===== src/shared/tcc_map.svh =====
// Purpose: register offsets, field positions, reset values and divider
//          counts of the timer capture/compare block
// Assumes: 16-bit register port, 4-bit word address
// Notes:   definitions only
`ifndef TCC_MAP_SVH
`define TCC_MAP_SVH

// ====================================================================
// register offsets (word index on the register port)
`define TCC_OFS_CTRL 4'h0
`define TCC_OFS_PRM 4'h1
`define TCC_OFS_TMC 4'h2
`define TCC_OFS_CNT 4'h3
`define TCC_OFS_CR0 4'h4
`define TCC_OFS_CR1 4'h5
`define TCC_OFS_STAT 4'h6
`define TCC_OFS_MASK 4'h7

// ====================================================================
// field positions
`define TCC_PS_HI 1
`define TCC_PS_LO 0
`define TCC_OPM_HI 3
`define TCC_OPM_LO 2
`define TCC_ES0_HI 4
`define TCC_ES0_LO 3
`define TCC_ES1_HI 6
`define TCC_ES1_LO 5
`define TCC_IRQ0 0
`define TCC_IRQ1 1

// ====================================================================
// reset values
`define TCC_CTRL_RST 3'h0
`define TCC_PRM_RST 8'h00
`define TCC_TMC_RST 8'h00
`define TCC_CNT_RST 16'h0000
`define TCC_STAT_RST 2'h0
`define TCC_MASK_RST 2'h3
`define TCC_RDATA_IDLE 16'h0000

// ====================================================================
// internal count clock divider lengths, in i_clk cycles
`define TCC_DIV_A 8'h04
`define TCC_DIV_B 8'h10
`endif


===== src/shared/tcc_pkg.sv =====
// Purpose: types shared by the timer capture/compare block
// Assumes: encodings match the prescaler and mode fields
// Notes:   constants live in tcc_map.svh
package tcc_pkg;

  // ==================================================================
  // valid edge selection of a timer input pin
  typedef enum logic [1:0] {
    TCC_EDGE_FALL = 2'h0,
    TCC_EDGE_RISE = 2'h1,
    TCC_EDGE_NONE = 2'h2,
    TCC_EDGE_BOTH = 2'h3
  } tcc_edge_type;

  // timer operating mode
  typedef enum logic [1:0] {
    TCC_OPM_STOP = 2'h0,
    TCC_OPM_FREE = 2'h1,
    TCC_OPM_EDGE_CLR = 2'h2,
    TCC_OPM_MATCH_CLR = 2'h3
  } tcc_opmode_type;

  // count clock source
  typedef enum logic [1:0] {
    TCC_PS_DIV1 = 2'h0,
    TCC_PS_DIVA = 2'h1,
    TCC_PS_DIVB = 2'h2,
    TCC_PS_EXT = 2'h3
  } tcc_ps_type;

  // capture/compare control register fields
  typedef struct packed {
    logic second_reg_mode_bit;
    logic capture_trigger_select_bit;
    logic first_reg_mode_bit;
  } tcc_ctrl_type;

  // synchronised timer input pins
  typedef struct packed {
    logic second_timer_input_pin;
    logic first_timer_input_pin;
  } tcc_pins_type;

endpackage


===== src/core/tcc_top.sv =====
// Purpose: capture/compare control of a 16-bit timer/event counter
// Assumes: i_clk 250 MHz; pins asynchronous; software obeys its rules
// Notes:   count clock is a one-cycle enable from a divider or pin edge
// Operation
// - mode bit selects compare or capture
// - trigger select: second pin or reverse
// - both edges plus reverse detects nothing
// - second pin edge under reverse: interrupt, no capture
// - second pin edge from prescaler bits 6,5
// - counter readable without disturbing count
// - event count match after M+1 events
// - second register match always raises interrupt
// - value 07H measures pulse width
// - reverse phase capture raises no interrupt
// - reset clears control to zero
//
// Added by the designer: the register addresses and the address-and-strobe port.
`timescale 1ns/10ps
`include "tcc_map.svh"
module tcc_top
  import tcc_pkg::*;
(
  // clock and reset
  input wire logic i_clk,
  input wire logic i_resetn,
  // register port
  input wire logic [3:0] i_addr,
  input wire logic [15:0] i_wdata,
  input wire logic i_wr,
  input wire logic i_rd,
  output logic [15:0] o_rdata,
  // timer input pins
  input wire logic i_first_timer_input_pin,
  input wire logic i_second_timer_input_pin,
  // interrupt
  output logic o_irq
);

  // ==================================================================
  // declarations
  logic [1:0] rst_q;
  logic rst_n;
  logic [1:0] pins_s;
  tcc_pins_type pins;
  tcc_pins_type prev_clk_q;
  tcc_pins_type samp_q;
  tcc_ctrl_type ctrl_q;
  logic [7:0] prm_q;
  logic [7:0] tmc_q;
  logic [15:0] cnt_q;
  logic [15:0] cr0_q;
  logic [15:0] cr1_q;
  logic [1:0] stat_q;
  logic [1:0] mask_q;
  logic [15:0] rdata_q;
  logic irq_q;
  logic [7:0] div_q;
  logic [7:0] div_lim;
  tcc_edge_type es0;
  tcc_edge_type es1;
  tcc_ps_type ps;
  tcc_opmode_type opm;
  logic run;
  logic ext_tick;
  logic tick;
  logic ce;
  logic r0, f0, r1, f1;
  logic e0, e1, rev0;
  logic cap0, cap1, ext_irq0;
  logic match0, match1;
  logic [1:0] ev;
  logic wr_ctrl, wr_prm, wr_tmc, wr_cr0, wr_cr1, wr_stat, wr_mask;

  // edge filter by valid edge selection
  function automatic logic edge_hit(tcc_edge_type sel, logic rise,
                                    logic fall);
    case (sel)
      TCC_EDGE_FALL: edge_hit = fall;
      TCC_EDGE_RISE: edge_hit = rise;
      TCC_EDGE_BOTH: edge_hit = rise | fall;
      default: edge_hit = 1'b0;
    endcase
  endfunction

  // ==================================================================
  // reset release through two flip-flops
  always_ff @(posedge i_clk or negedge i_resetn)
  begin
    if (!i_resetn)
      rst_q <= 2'h0;
    else
      rst_q <= {rst_q[0], 1'b1};
  end
  assign rst_n = rst_q[1];

  // ==================================================================
  // pin synchronisers
  tcc_sync #(
    .W(2)
  ) u_sync (
    .i_clk(i_clk),
    .i_rst_n(rst_n),
    .i_d({i_second_timer_input_pin, i_first_timer_input_pin}),
    .o_q(pins_s)
  );
  assign pins = tcc_pins_type'(pins_s);

  // field views
  assign es0 = tcc_edge_type'(prm_q[`TCC_ES0_HI:`TCC_ES0_LO]);
  assign es1 = tcc_edge_type'(prm_q[`TCC_ES1_HI:`TCC_ES1_LO]);
  assign ps = tcc_ps_type'(prm_q[`TCC_PS_HI:`TCC_PS_LO]);
  assign opm = tcc_opmode_type'(tmc_q[`TCC_OPM_HI:`TCC_OPM_LO]);
  assign run = (opm != TCC_OPM_STOP);

  // ==================================================================
  // count clock: divider enable, or external events on the first pin
  assign div_lim = (ps == TCC_PS_DIVA) ? `TCC_DIV_A : `TCC_DIV_B;

  always_ff @(posedge i_clk or negedge rst_n)
  begin
    if (!rst_n)
      div_q <= 8'h00;
    else if (div_q >= div_lim - 8'h01)
      div_q <= 8'h00;
    else
      div_q <= div_q + 8'h01;
  end

  // edge history at full rate, for event counting
  always_ff @(posedge i_clk or negedge rst_n)
  begin
    if (!rst_n)
      prev_clk_q <= '0;
    else
      prev_clk_q <= pins;
  end

  // external events are first pin valid edges
  assign ext_tick = edge_hit(es0,
    pins.first_timer_input_pin & ~prev_clk_q.first_timer_input_pin,
    ~pins.first_timer_input_pin & prev_clk_q.first_timer_input_pin);

  always_comb
  begin
    case (ps)
      TCC_PS_DIV1: tick = 1'b1;
      TCC_PS_EXT: tick = ext_tick;
      default: tick = (div_q == div_lim - 8'h01);
    endcase
  end
  assign ce = tick & run;

  // ==================================================================
  // pins sampled once per count clock
  // sampling continues while stopped so a start sees no stale edge
  always_ff @(posedge i_clk or negedge rst_n)
  begin
    if (!rst_n)
      samp_q <= '0;
    else if (tick)
      samp_q <= pins;
  end

  assign r0 = pins.first_timer_input_pin & ~samp_q.first_timer_input_pin;
  assign f0 = ~pins.first_timer_input_pin & samp_q.first_timer_input_pin;
  assign r1 = pins.second_timer_input_pin
            & ~samp_q.second_timer_input_pin;
  assign f1 = ~pins.second_timer_input_pin
            & samp_q.second_timer_input_pin;
  assign e0 = edge_hit(es0, r0, f0);
  assign e1 = edge_hit(es1, r1, f1);
  // reverse phase of both edges never fires
  assign rev0 = (es0 != TCC_EDGE_BOTH) & edge_hit(es0, f0, r0);

  // ==================================================================
  // capture and compare events
  // trigger source of the first register
  assign cap0 = ce & ctrl_q.first_reg_mode_bit
              & (ctrl_q.capture_trigger_select_bit ? rev0 : e1);
  // second pin edge only interrupts under reverse phase
  assign ext_irq0 = ce & ctrl_q.capture_trigger_select_bit & e1;
  // second register captures on first pin valid edge
  assign cap1 = ce & ctrl_q.second_reg_mode_bit & e0;
  // compare only while in compare mode
  assign match0 = ce & ~ctrl_q.first_reg_mode_bit & (cnt_q == cr0_q);
  // second register match needs no mode other than compare
  assign match1 = ce & ~ctrl_q.second_reg_mode_bit & (cnt_q == cr1_q);
  // reverse phase capture adds no interrupt
  assign ev[`TCC_IRQ0] = match0 | ext_irq0
    | (cap0 & ~ctrl_q.capture_trigger_select_bit);
  assign ev[`TCC_IRQ1] = match1 | cap1;

  // ==================================================================
  // counter; compare uses the value before the tick's increment
  always_ff @(posedge i_clk or negedge rst_n)
  begin
    if (!rst_n)
      cnt_q <= `TCC_CNT_RST;
    else if (!run)
      cnt_q <= `TCC_CNT_RST;
    else if (ce)
    begin
      // match on value M clears, after M+1 events
      if ((opm == TCC_OPM_MATCH_CLR && cnt_q == cr0_q)
          || (opm == TCC_OPM_EDGE_CLR && e0))
        cnt_q <= `TCC_CNT_RST;
      else
        cnt_q <= cnt_q + 16'h0001;
    end
  end

  // ==================================================================
  // register write decode
  assign wr_ctrl = i_wr & (i_addr == `TCC_OFS_CTRL);
  assign wr_prm = i_wr & (i_addr == `TCC_OFS_PRM);
  assign wr_tmc = i_wr & (i_addr == `TCC_OFS_TMC);
  assign wr_cr0 = i_wr & (i_addr == `TCC_OFS_CR0);
  assign wr_cr1 = i_wr & (i_addr == `TCC_OFS_CR1);
  assign wr_stat = i_wr & (i_addr == `TCC_OFS_STAT);
  assign wr_mask = i_wr & (i_addr == `TCC_OFS_MASK);

  // control clears to zero on reset
  // writes while running are taken; software must avoid them
  always_ff @(posedge i_clk or negedge rst_n)
  begin
    if (!rst_n)
      ctrl_q <= `TCC_CTRL_RST;
    else if (wr_ctrl)
      ctrl_q <= tcc_ctrl_type'(i_wdata[2:0]);
  end

  // mode registers
  always_ff @(posedge i_clk or negedge rst_n)
  begin
    if (!rst_n)
    begin
      prm_q <= `TCC_PRM_RST;
      tmc_q <= `TCC_TMC_RST;
      mask_q <= `TCC_MASK_RST;
    end
    else
    begin
      if (wr_prm)
        prm_q <= i_wdata[7:0];
      if (wr_tmc)
        tmc_q <= i_wdata[7:0];
      if (wr_mask)
        mask_q <= i_wdata[1:0];
    end
  end

  // capture wins over a software write in the same cycle
  always_ff @(posedge i_clk or negedge rst_n)
  begin
    if (!rst_n)
    begin
      cr0_q <= `TCC_CNT_RST;
      cr1_q <= `TCC_CNT_RST;
    end
    else
    begin
      if (cap0)
        cr0_q <= cnt_q;
      else if (wr_cr0)
        cr0_q <= i_wdata;
      if (cap1)
        cr1_q <= cnt_q;
      else if (wr_cr1)
        cr1_q <= i_wdata;
    end
  end

  // ==================================================================
  // sticky status, write one to clear; a new event beats the clear
  always_ff @(posedge i_clk or negedge rst_n)
  begin
    if (!rst_n)
      stat_q <= `TCC_STAT_RST;
    else
      stat_q <= (stat_q & ~(wr_stat ? i_wdata[1:0] : 2'h0)) | ev;
  end

  // mask bit set blocks its status bit from the output
  always_ff @(posedge i_clk or negedge rst_n)
  begin
    if (!rst_n)
      irq_q <= 1'b0;
    else
      irq_q <= |(stat_q & ~mask_q);
  end
  assign o_irq = irq_q;

  // ==================================================================
  // read data stands only in the cycle after the strobe
  always_ff @(posedge i_clk or negedge rst_n)
  begin
    if (!rst_n)
      rdata_q <= `TCC_RDATA_IDLE;
    else if (!i_rd)
      rdata_q <= `TCC_RDATA_IDLE;
    else
    begin
      case (i_addr)
        `TCC_OFS_CTRL: rdata_q <= {13'h0, ctrl_q};
        `TCC_OFS_PRM: rdata_q <= {8'h00, prm_q};
        `TCC_OFS_TMC: rdata_q <= {8'h00, tmc_q};
        // live counter, read has no side effect
        `TCC_OFS_CNT: rdata_q <= cnt_q;
        `TCC_OFS_CR0: rdata_q <= cr0_q;
        `TCC_OFS_CR1: rdata_q <= cr1_q;
        `TCC_OFS_STAT: rdata_q <= {14'h0, stat_q};
        `TCC_OFS_MASK: rdata_q <= {14'h0, mask_q};
        default: rdata_q <= `TCC_RDATA_IDLE;
      endcase
    end
  end
  assign o_rdata = rdata_q;

  // ==================================================================
  // checks
  rd_idle_a:
    assert property (@(posedge i_clk) disable iff (!rst_n)
      !$past(i_rd) |-> o_rdata == 16'h0000)
    else $error("read data not idle");

  cnt_read_a:
    assert property (@(posedge i_clk) disable iff (!rst_n)
      i_rd && i_addr == `TCC_OFS_CNT && !i_wr |=> o_rdata == $past(cnt_q))
    else $error("counter read wrong");

  cap0_value_a:
    assert property (@(posedge i_clk) disable iff (!rst_n)
      cap0 |=> cr0_q == $past(cnt_q))
    else $error("first capture value wrong");

  cap1_value_a:
    assert property (@(posedge i_clk) disable iff (!rst_n)
      ce && ctrl_q.second_reg_mode_bit && e0 |=> cr1_q == $past(cnt_q))
    else $error("second capture value wrong");

  both_edge_a:
    assert property (@(posedge i_clk) disable iff (!rst_n)
      ctrl_q.capture_trigger_select_bit && es0 == TCC_EDGE_BOTH |-> !cap0)
    else $error("capture despite both edges");

  rev_noirq_a:
    assert property (@(posedge i_clk) disable iff (!rst_n)
      cap0 && ctrl_q.capture_trigger_select_bit && !e1
      && !stat_q[`TCC_IRQ0] |=> !stat_q[`TCC_IRQ0])
    else $error("reverse capture raised interrupt");

  ext_irq_a:
    assert property (@(posedge i_clk) disable iff (!rst_n)
      ce && ctrl_q.capture_trigger_select_bit && e1 && !rev0
      |=> stat_q[`TCC_IRQ0] && $stable(cr0_q))
    else $error("second pin edge handling wrong");

  event_match_a:
    assert property (@(posedge i_clk) disable iff (!rst_n)
      ce && opm == TCC_OPM_MATCH_CLR && !ctrl_q.first_reg_mode_bit
      && cnt_q == cr0_q |=> cnt_q == 16'h0000 && stat_q[`TCC_IRQ0])
    else $error("event match wrong");

  cmp1_irq_a:
    assert property (@(posedge i_clk) disable iff (!rst_n)
      match1 |=> stat_q[`TCC_IRQ1] ##1 o_irq || mask_q[`TCC_IRQ1]
      || $past(wr_stat))
    else $error("second match interrupt lost");

  reset_ctrl_a:
    assert property (@(posedge i_clk)
      $rose(rst_n) |-> ctrl_q == tcc_ctrl_type'(`TCC_CTRL_RST))
    else $error("control not cleared by reset");

  compare_mode_a:
    assert property (@(posedge i_clk) disable iff (!rst_n)
      !ctrl_q.first_reg_mode_bit && !wr_cr0 |=> $stable(cr0_q))
    else $error("compare register changed");

endmodule


===== src/core/tcc_sync.sv =====
// Purpose: two flip-flop synchroniser for asynchronous pin inputs
// Assumes: inputs are levels from outside the i_clk domain
// Notes:   the first stage feeds only the second stage
`timescale 1ns/10ps
module tcc_sync #(
  parameter int W = 2
) (
  // clock and reset
  input wire logic i_clk,
  input wire logic i_rst_n,
  // asynchronous levels in, synchronised levels out
  input wire logic [W-1:0] i_d,
  output logic [W-1:0] o_q
);

  // ==================================================================
  // one two-stage chain per bit
  genvar g;
  generate
    for (g = 0; g < W; g++)
    begin : g_bit
      logic meta_q;
      logic sync_q;
      always_ff @(posedge i_clk or negedge i_rst_n)
      begin
        if (!i_rst_n)
        begin
          meta_q <= 1'b0;
          sync_q <= 1'b0;
        end
        else
        begin
          meta_q <= i_d[g];
          sync_q <= meta_q;
        end
      end
      assign o_q[g] = sync_q;
    end
  endgenerate

endmodule


===== config.mk =====
export PLATFORM = sky130hd
export DESIGN_NAME = tcc_top
export DESIGN_NICKNAME = d
export VERILOG_FILES = /design/src/shared/tcc_pkg.sv /design/src/core/tcc_top.sv /design/src/core/tcc_sync.sv
export VERILOG_INCLUDE_DIRS = /design/src /design/src/shared
export SDC_FILE = /design/constraint.sdc
export NUM_CORES = 1
export LEC_CHECK = 0
export ABC_AREA = 1
export BUFFER_PORTS_ARGS = -buffer_cell sky130_fd_sc_hd__buf_2
export CAP_MARGIN = 5
export CORE_MARGIN = 4
export CORE_UTILIZATION = 53
export CTS_CLUSTER_DIAMETER = 30
export DETAILED_ROUTE_END_ITERATION = 10
export GPL_TIMING_DRIVEN = 0
export PLACE_DENSITY_LB_ADDON = 0.25
export SLEW_MARGIN = 5
export SYNTH_ARGS = -nofsm -noshare
export SYNTH_HDL_FRONTEND = slang
export SYNTH_HIERARCHICAL = 1
export SYNTH_SLANG_ARGS = --single-unit

===== constraint.sdc =====
create_clock -name i_clk -period 4.15 [get_ports i_clk]
set_clock_uncertainty 0.2 [all_clocks]
set_input_delay 0.415 -clock i_clk [delete_from_list [all_inputs] [get_ports i_clk]]
set_output_delay 0.415 -clock i_clk [all_outputs]
set_load 0.1 [all_outputs]

Yosys cells after proc, flatten, opt, wreduce, memory -nomap -nowiden
Cells that the tools add are included.
{ "totals": {"reg_bits": 105, "in_bits": 26, "out_inout_bits": 17, "elab_cells": 119} }
{ "classes": {"add_sub_neg": 3, "n_lt_le_gt_ge": 1, "eq_ne": 20, "n_mux": 18, "bitwise": 45, "n_reduce_logical": 11} }
{ "op_table": {"columns": ["cell", "count"], "rows": [
  ["$mux 16", 8],
  ["$pmux 16 s8", 1],
  ["$eq 16x16->1", 2],
  ["$and 1x1->1", 26],
  ["$add 16x1->16 const B", 1],
  ["$eq 4x3->1 const B", 4],
  ["$pmux 1 s3", 4],
  ["$eq 2x2->1 const B", 5],
  ["$add 8x1->8 const B", 1],
  ["$eq 4x2->1 const B", 2],
  ["$eq 8x8->1", 1],
  ["$ge 8x8->1", 1],
  ["$mux 8", 1],
  ["$not 1->1", 8],
  ["$eq 2x1->1 const B", 3],
  ["$logic_not 2->1", 3],
  ["$or 1x1->1", 6],
  ["$reduce_bool 2->1", 3],
  ["$sub 5x1->6 const B", 1],
  ["$mux 5", 1],
  ["$and 2x2->2", 2],
  ["$eq 4x1->1 const B", 1],
  ["$logic_not 4->1", 1],
  ["$not 2->2", 2],
  ["other kinds (9)", 10]
]} }

Logic depth before layout (Yosys ltp)
Gate-level depths: netlist (run 1).
{ "depth": {"depth_word": 11, "depth_mapped": 15} }

Modules after synthesis
The synthesis (run 1) kept the hierarchy.
{ "modules_own_cells": {"columns": ["mod", "n_inst", "cells_per_inst", "area_per_inst_um2"], "rows": [
  ["tcc_top", 1, 770, 5677.9],
  ["tcc_sync", 1, 6, 115.1]
]} }

Worst setup path before layout (run 1)
No wires, ideal clock.
{ "synth_path": {"kind": "flip-flop to flip-flop", "start": "register prm_q[0]", "end": "register cr0_q[5]", "arrival_time_ps": 1865, "slack_ps": 1962, "stages_incl_launch_ff": 11, "n_path_buf": 1, "synth_period_minus_slack_ps": 2188, "cell_sequence": "dfrtp_1 > ha_1 > ha_1 > nand3_1 > o21ai_1 > nand3_4 > nor2_8 > nor2_4 > buf_2 > nand2_1 > nand2_1"} }
{ "synth_via": {"elab_chain_len": 9, "elab_cells_between_ends": 12} }
{ "synth_lines": {"columns": ["item", "line_no", "rtl"], "rows": [
  ["start, declared", "tcc_top.sv:48", "logic [7:0] prm_q;"],
  ["start signal, assigned", "tcc_top.sv:237", "prm_q <= `TCC_PRM_RST;"],
  ["start signal, assigned", "tcc_top.sv:244", "prm_q <= i_wdata[7:0];"],
  ["$eq 2x1->1", "tcc_top.sv:117", "assign div_lim = (ps == TCC_PS_DIVA) ? `TCC_DIV_A : `TCC_DIV_B;"],
  ["$mux 5 (no source line)", null, null],
  ["$sub 5x1->6", "tcc_top.sv:148", "default: tick = (div_q == div_lim - 8'h01);"],
  ["$eq 8x8->1", "tcc_top.sv:148", null],
  ["$pmux 1 s2 *", "tcc_top.sv:145", "case (ps)"],
  ["$and 1x1->1 *", "tcc_top.sv:151", "assign ce = tick & run;"],
  ["$and 1x1->1 *", "tcc_top.sv:178", "assign cap0 = ce & ctrl_q.first_reg_mode_bit"],
  ["$and 1x1->1 *", "tcc_top.sv:179", "& (ctrl_q.capture_trigger_select_bit ? rev0 : e1);"],
  ["$mux 16 / $reduce_bool 2->1 (equally long branches)", null, null],
  ["end signal, assigned", "tcc_top.sv:257", "cr0_q <= `TCC_CNT_RST;"],
  ["end signal, assigned", "tcc_top.sv:263", "cr0_q <= cnt_q;"],
  ["end signal, assigned", "tcc_top.sv:265", "cr0_q <= i_wdata;"],
  ["end, declared", "tcc_top.sv:51", "logic [15:0] cr0_q;"]
]} }
Every way passes the cells marked *; elsewhere a longest branch is shown, timed or not.
A chain may end at the register's enable or synchronous reset.

Final worst setup path (run 1)
{ "layout_path": {"start": "register prm_q[1]", "end": "register cnt_q[10]"} }
{ "layout_via": {"elab_chain_len": 7, "elab_cells_between_ends": 9} }
{ "layout_lines": {"columns": ["item", "line_no", "rtl"], "rows": [
  ["$eq 2x1->1", "tcc_top.sv:117", null],
  ["$mux 5 (no source line)", null, null],
  ["$sub 5x1->6", "tcc_top.sv:148", null],
  ["$eq 8x8->1", "tcc_top.sv:148", null],
  ["$pmux 1 s2 *", "tcc_top.sv:145", null],
  ["$and 1x1->1 *", "tcc_top.sv:151", null],
  ["$ne 2x1->1 (no source line) *", null, null],
  ["end signal, assigned", "tcc_top.sv:198", "cnt_q <= `TCC_CNT_RST;"],
  ["end signal, assigned", "tcc_top.sv:200", "cnt_q <= `TCC_CNT_RST;"],
  ["end signal, assigned", "tcc_top.sv:206", "cnt_q <= `TCC_CNT_RST;"],
  ["end, declared", "tcc_top.sv:50", "logic [15:0] cnt_q;"]
]} }
Marks and branches as above.

==> results.md, run 1 <==
- Hold_sp: i_wdata[2]
- Total gr overflow: 0
- Synth Register Bits: 105
- First-pass GRT wire length: 26.73 mm
- Via density: 5.512
- Number of CTS-inserted buffers: 9
- Largest net degree at the start of global routing: 58
- Final worst setup slack: 1.618 ns
- Top delay family on crit path: simple AND/OR/NAND/NOR gates
- Htree depth: 3
- CP bufs+invs: 3
- Yosys warning total: 6
- Post-Route WL: 15.84 mm
- Drt drc: 0
- Initial Utilization: 0.5537
- Setup TNS Final: 0 ns
- Initial antenna violation count: 0
- Most frequent cells in the layout: nand2_1, dfrtp_1, inv_1
- Peak supply drop: 0.3840 mV
- Buffers on Ports: 41
- Largest family of logic cells by synthesized area: simple AND/OR/NAND/NOR gates
- Clock Root Buffer: clkbuf_8
- Worst skew pair latency: 0.39 ns
- CTS tree: built
- Pre-CTS setup slack: 1.641 ns
- Internal power: 1.886 mW
- Tmin final: 2.532 ns
- Result of the run: finished clean
- Simple-gate portion of the synthesized area: 0.2968
- Die Y: 112.6 µm
- I/O Pins: 43
- Hold worst-path end: ctrl_q[2]$_DFFE_PN0P_
- R2r startpoint: prm_q[1]$_DFFE_PN0P_
- DRT Pass-1 Iters: 5
- Sequential fraction of design power: 0.471
- Adder-Cell Fraction of Synth Area: 0.02808
- Xor/xnor cell area share of the yosys netlist: 0.03024
- CTS sink count: 105
- Mux cell area share after synthesis: 0
- CP Capture Type: flip-flop
- Max-cap violation count: 0
- Worst Reg2Reg Path Length in Cells: 11
- Clock power frac: 0.213
- Post-CTS sizing: 0
- Worst EP arrival: 2.60 ns
- Die Wd: 112.6 µm
- Die ar.: 0.01267 mm²
- WHS Path Cells: 3
- Crit Path Class: reg2reg
- Layout area overhead: 11.21%
- RSZ-0062 raised after global routing: no
- Clock transition at path regs: 0.10 ns
- Top post-synthesis cells by area: dfrtp_1, nand2_1, nand3_1
- Fmax: 0.3949 GHz
- Lkg Pwr: 3.301 nW
- All-Layer GR Usage: 0.2653
- Syn Area/Cell: 7.465 µm²
- Vias in the first global route: 5,376
- # setup viols final: 0
- Wire per inst: 16.25 µm
- Cell Count, Final, Fillers Out: 975
- Slew @ Worst Pin: 0.7508 ns
- Normalized max-slew margin: 0.4995
- Fillcell total: 974
- Max clock buf depth: 2
- Synthesized area: 0.005793 mm²
- Site Rows: 37
- Hold Fails Final Rpt: 0
- Dominant cell type by area after synthesis: dfrtp_1
- Via count: 5,374
- Core Region: 0.01046 mm²
- Sw Pwr: 1.219 mW
- Worst path required time: 4.22 ns
- CP cell instances: inv_1, ha_1, ha_1, nand3_1, o21ai_1, nand2_1, nand2_1, inv_2, buf_2, nand2_1, o21ai_0
- Critical path's most frequent cell: nand2_1
- Pwr Density: 481.9 mW/mm²
- Placed Cells: 956
- CP Launch Type: flip-flop
- Hpwl dp: 11.88 mm
- Slowest CP cell: dfrtp_1
- Combinational share of power: 0.316
- Post-Synthesis Cells: 776
- Most common cell after layout, fill and taps aside: nand2_1
- Slew Limit Fails: 0
- Sequential element share of the synthesized area: 0.4540
- Compound-cell area share of the yosys netlist: 0.09914
- Area share of the largest cell type after synthesis: 0.4449
- Critical path fanouts, max: 10
- Switching power share of the total: 0.3925
- Gp weighted congestion: 0.9439
- Highest cell delay on the worst timing path: 0.39 ns
- Share of layout cells above drive strength 1: 0.1216
- Hold/Removal Path Class: in2reg
- Final ANT Viol Nets: 0
- Internal reg-to-reg setup slack: 1.62 ns
- Nets: 873
- Initial DRC Count: 665
- Diode count: 0
- Reg-to-reg critical path endpoint: cnt_q[10]$_DFFE_PN0P_
- Fin crit share: 0.6101
- Count of cell types in the netlist: 36
power groups by stage:
stage / combinational (mW) / sequential (mW) / clock, mW
3_3_place_gp: 0.926 / 1.47 / 0
5_1_grt: 1.11 / 1.49 / 0.721
2_1_floorplan: 0.639 / 1.53 / 0
4_1_cts: 0.972 / 1.46 / 0.676
3_5_place_dp: 0.968 / 1.47 / 0
6_report: 0.980 / 1.46 / 0.662
Yosys cell counts:
cell type,number
dfrtp_1,103
o221ai_1,3
a21oi_1,5
dfstp_2,2
xnor2_1,4
clkbuf_1,7
nor2_1,50
inv_2,5
inv_4,1
nand2_4,1
inv_1,86
o21ai_0,65
or2_2,1
buf_6,2
nor2_2,3
conb_1,2
o211ai_1,1
nor2_4,1
o2111ai_1,1
o22ai_1,15
nand4_1,7
xor2_1,16
nand2_1,254
nor2_8,1
nand2_2,2
nand3_4,1
buf_4,5
a211oi_1,6
nor3_1,18
o21a_1,1
nand3_1,68
o21ai_1,7
nor4_1,1
clkbuf_2,3
buf_2,15
ha_1,13
worst register-to-register path: stages (launching register included):
cell and delay (ns):
dfrtp_1 0.39, inv_1 0.10, ha_1 0.23, ha_1 0.30
nand3_1 0.09, o21ai_1 0.27, nand2_1 0.23, nand2_1 0.17
inv_2 0.08, buf_2 0.19, nand2_1 0.07, o21ai_0 0.09
layout make-up:
class,instances,area (µm²),share of cell area
inverter,92,347.8,0.05399
clock inverter,6,67.56,0.01049
tap,136,170.2,0.02641
sequential,105,2634,0.4088
timing repair buffer,45,262.8,0.04078
clock buffer,10,137.6,0.02136
buffer,32,176.4,0.02738
multi-input combinational,549,2646,0.4108
metrics by stage:
step | instance area, µm² | hold WS (ns) | power (mW) | util
after floorplan | 5801 | -0.08059 | 2.165 | -
after global placement | 6176 | 0.0001016 | 2.399 | 0.5903
after detailed placement | 6207 | 0.001405 | 2.442 | 0.5933
after CTS | 6442 | 0.07652 | 3.104 | 0.6158
after global routing | 6442 | 0.09538 | 3.321 | 0.6158
final | 6442 | 0.08725 | 3.104 | 0.6158
sequential cells by signal (all words and copies together), names as in the netlist, 3 cells and up:
register	cells
o_rdata	16
div_q	8
cr1_q	16
cnt_q	16
tmc_q	8
cr0_q	16
prm_q	8
ctrl_q	3
logic make-up after synthesis:
kind of cell	Yosys count
AND/OR/NAND/NOR	408
buffers and inverters	124
flip-flops	105
AO/OA/AOI/OAI	104
XOR/XNOR	20
adder cells (fa/ha/maj)	13
other	2
what timing repair did:
| item | 4_1_cts | 5_1_grt |
|---|---|---|
| hold endpoints to repair | 4 | 0 |
| hold buffers | 3 | 0 |
| buffers inserted | 0 | 0 |
metal layers:
layer  wire [µm]  track usage  vias to the layer above
met5           0            0                        -
met4         367      0.08574                        0
met3        1388      0.06846                       38
met2        7073       0.4017                      244
met1        7012       0.3732                     2514
li1            -            -                     2578
how the worst max path moves through the flow:
stage / depth (start not counted) / slack, ns / startpoint / to
6_report: 11 / 1.62 / prm_q[1]$_DFFE_PN0P_ / cnt_q[10]$_DFFE_PN0P_
2_1_floorplan: 0 / 0.81 / rst_q[1]$_DFF_PN0_ / cnt_q[0]$_DFFE_PN0P_
5_1_grt: 11 / 1.43 / prm_q[1]$_DFFE_PN0P_ / cnt_q[9]$_DFFE_PN0P_
4_1_cts: 11 / 1.62 / prm_q[1]$_DFFE_PN0P_ / cnt_q[10]$_DFFE_PN0P_
3_5_place_dp: 11 / 1.64 / prm_q[1]$_DFFE_PN0P_ / cnt_q[10]$_DFFE_PN0P_
3_3_place_gp: 0 / -0.35 / rst_q[1]$_DFF_PN0_ / cr0_q[10]$_DFFE_PN0P_
Power figures use the tool's default switching activity.
==> inputs of run 2 (changes only) <==
clock period = 2.4 ns   (was 4.15 ns; I/O delays follow)
==> run 2 against run 1 <==
Compared with the run above: the flow now finishes with violations (negative setup slack); via count rose by 4.5%; non-clock buffer count rose by 30; sequential power rose by 73%; first-iteration DRC count rose by 11%; core utilization rose by 4.6 points; hold slack got worse by 0.066 ns; critical path depth did not move; clock-buffer cell count rose by 2; sequential cell count did not move.
==> results.md, run 2 (same netlist as run 1, synthesis figures left out) <==
- Result of the run: finished with violations
- Failing checks: negative setup slack
- Max clock buf depth: 2
- Wire per inst: 16.94 µm
- R2r startpoint: prm_q[1]$_DFFE_PN0P_
- Initial antenna violation count: 1
- Hpwl dp: 11.86 mm
- Fin crit share: 1.000
- Fin area: 0.006928 mm²
- DRT Pass-1 Iters: 7
- Total gr overflow: 0
- Clock transition at path regs: 0.11 ns
- Initial DRC Count: 735
- Most common cell after layout, fill and taps aside: nand2_1
- Nets: 904
- Die Y: 112.6 µm
- Final ANT Viol Nets: 0
- Site Rows: 37
- Pwr Density: 826.2 mW/mm²
- Post-Route WL: 17.06 mm
- Htree depth: 3
- Initial Utilization: 0.5537
- Via count: 5,614
- CP Launch Type: flip-flop
- Normalized max-slew margin: 0.5741
- Largest net degree at the start of global routing: 69
- Peak supply drop: 0.6013 mV
- Layout area overhead: 19.59%
- Worst EP arrival: 2.49 ns
- RSZ-0062 raised after global routing: yes
- Max-cap violation count: 0
- Post-layout util: 0.6622
- First-pass GRT wire length: 26.99 mm
- Lkg Pwr: 3.488 nW
- Post-DP Area: 0.006207 mm²
- Share of layout cells above drive strength 1: 0.1540
- Die ar.: 0.01267 mm²
- Fillcell total: 913
- Hold/Removal Path Class: in2reg
- # setup viols final: 1
- Fmax: 0.4165 GHz
- Critical path fanouts, max: 8
- CTS sink count: 105
- Buffers on Ports: 41
- Slew @ Worst Pin: 0.6388 ns
- Vias in the first global route: 5,485
- Via density: 5.575
- CP Capture Type: flip-flop
- Slew Limit Fails: 0
- All-Layer GR Usage: 0.2676
- Crit path from: prm_q[1]$_DFFE_PN0P_
- Register area: 0.002634 mm²
- Hold Fails Final Rpt: 0
- Die Wd: 112.6 µm
- I/O Pins: 43
- Hold_sp: i_rd
- Final worst setup slack: -0.0007383 ns
- Number of CTS-inserted buffers: 9
- Clock Root Buffer: clkbuf_8
- Most frequent cells in the layout: nand2_1, dfrtp_1, inv_1
- Setup TNS Final: -0.0007383 ns
- Total power: 5.724 mW
- Drt drc: 0
- Gp weighted congestion: 0.9564
- CTS tree: built
- Tmin final: 2.401 ns
- Worst skew pair latency: 0.40 ns
- Area of the multi-input gates: 0.002739 mm²
- Worst path required time: 2.49 ns
- Core Region: 0.01046 mm²
- Crit Path Class: reg2reg
- Internal reg-to-reg setup slack: -0.0007 ns
-- run 2: final timing paths --
path                                              end  cells after the start
worst max-delay path             cr0_q[7]$_DFFE_PN0P_                     11
worst min-delay path            o_rdata[12]$_DFF_PN0_                      3
worst max register to register   cr0_q[7]$_DFFE_PN0P_                     11
worst min register to register  cr0_q[12]$_DFFE_PN0P_                      0
max in group asynchronous       mask_q[1]$_DFFE_PN1P_                      1
min in group asynchronous       cr0_q[12]$_DFFE_PN0P_                      0
-- run 2: per-layer routing --
layer,up-vias,global-route usage,part of all wire
li1,2653,-,-
met4,0,0.08574,0.022
met5,-,0,0
met2,304,0.4179,0.47
met3,33,0.07493,0.11
met1,2624,0.3620,0.40
-- run 2: layout make-up --
type / count / area share
Multi-Input combinational cell: 550 / 0.3953
Sequential cell: 105 / 0.3802
Timing Repair Buffer: 76 / 0.08488
Inverter: 92 / 0.05219
Buffer: 31 / 0.02799
Tap cell: 136 / 0.02456
Clock buffer: 12 / 0.02384
Clock inverter: 4 / 0.01066
Antenna cell: 1 / 0.0003612
-- run 2: metrics by stage --
step / hold WS (ns) / std cells / setup slack, ns
2_1_floorplan: -0.2556 / 778 / 0.2116
3_3_place_gp: -0.1747 / 955 / -0.1825
3_5_place_dp: -0.1745 / 956 / -0.1026
4_1_cts: 0.007072 / 992 / 0.001584
5_1_grt: 0.02721 / 1007 / -0.05619
6_report: 0.02174 / 1007 / -0.0007383
-- run 2: where the power goes --
part	switching (mW)	internal, mW	total, mW
clock network	0.629	0.673	1.30
registers	0.354	2.18	2.53
logic	1.22	0.674	1.89
total	2.20	3.53	5.72
-- run 2: critical path, cell delays in order, from the launching register on --
cell and delay [ns]:
dfrtp_1 0.39, inv_2 0.08, ha_4 0.18, ha_4 0.28
nand3_4 0.09, o21ai_4 0.20, nand3_4 0.19, nor2_4 0.27
nor2_4 0.10, clkbuf_16 0.20, nand2_1 0.07, nand2_1 0.05
-- run 2: repair_timing --
item,4_1_cts,5_1_grt
setup buffers,0,11
setup endpoints to repair,37,44
gates cloned,0,3
resized for setup,2,37
endpoints found under the hold margin,42,0
pin swaps,1,9
hold buffers,21,0
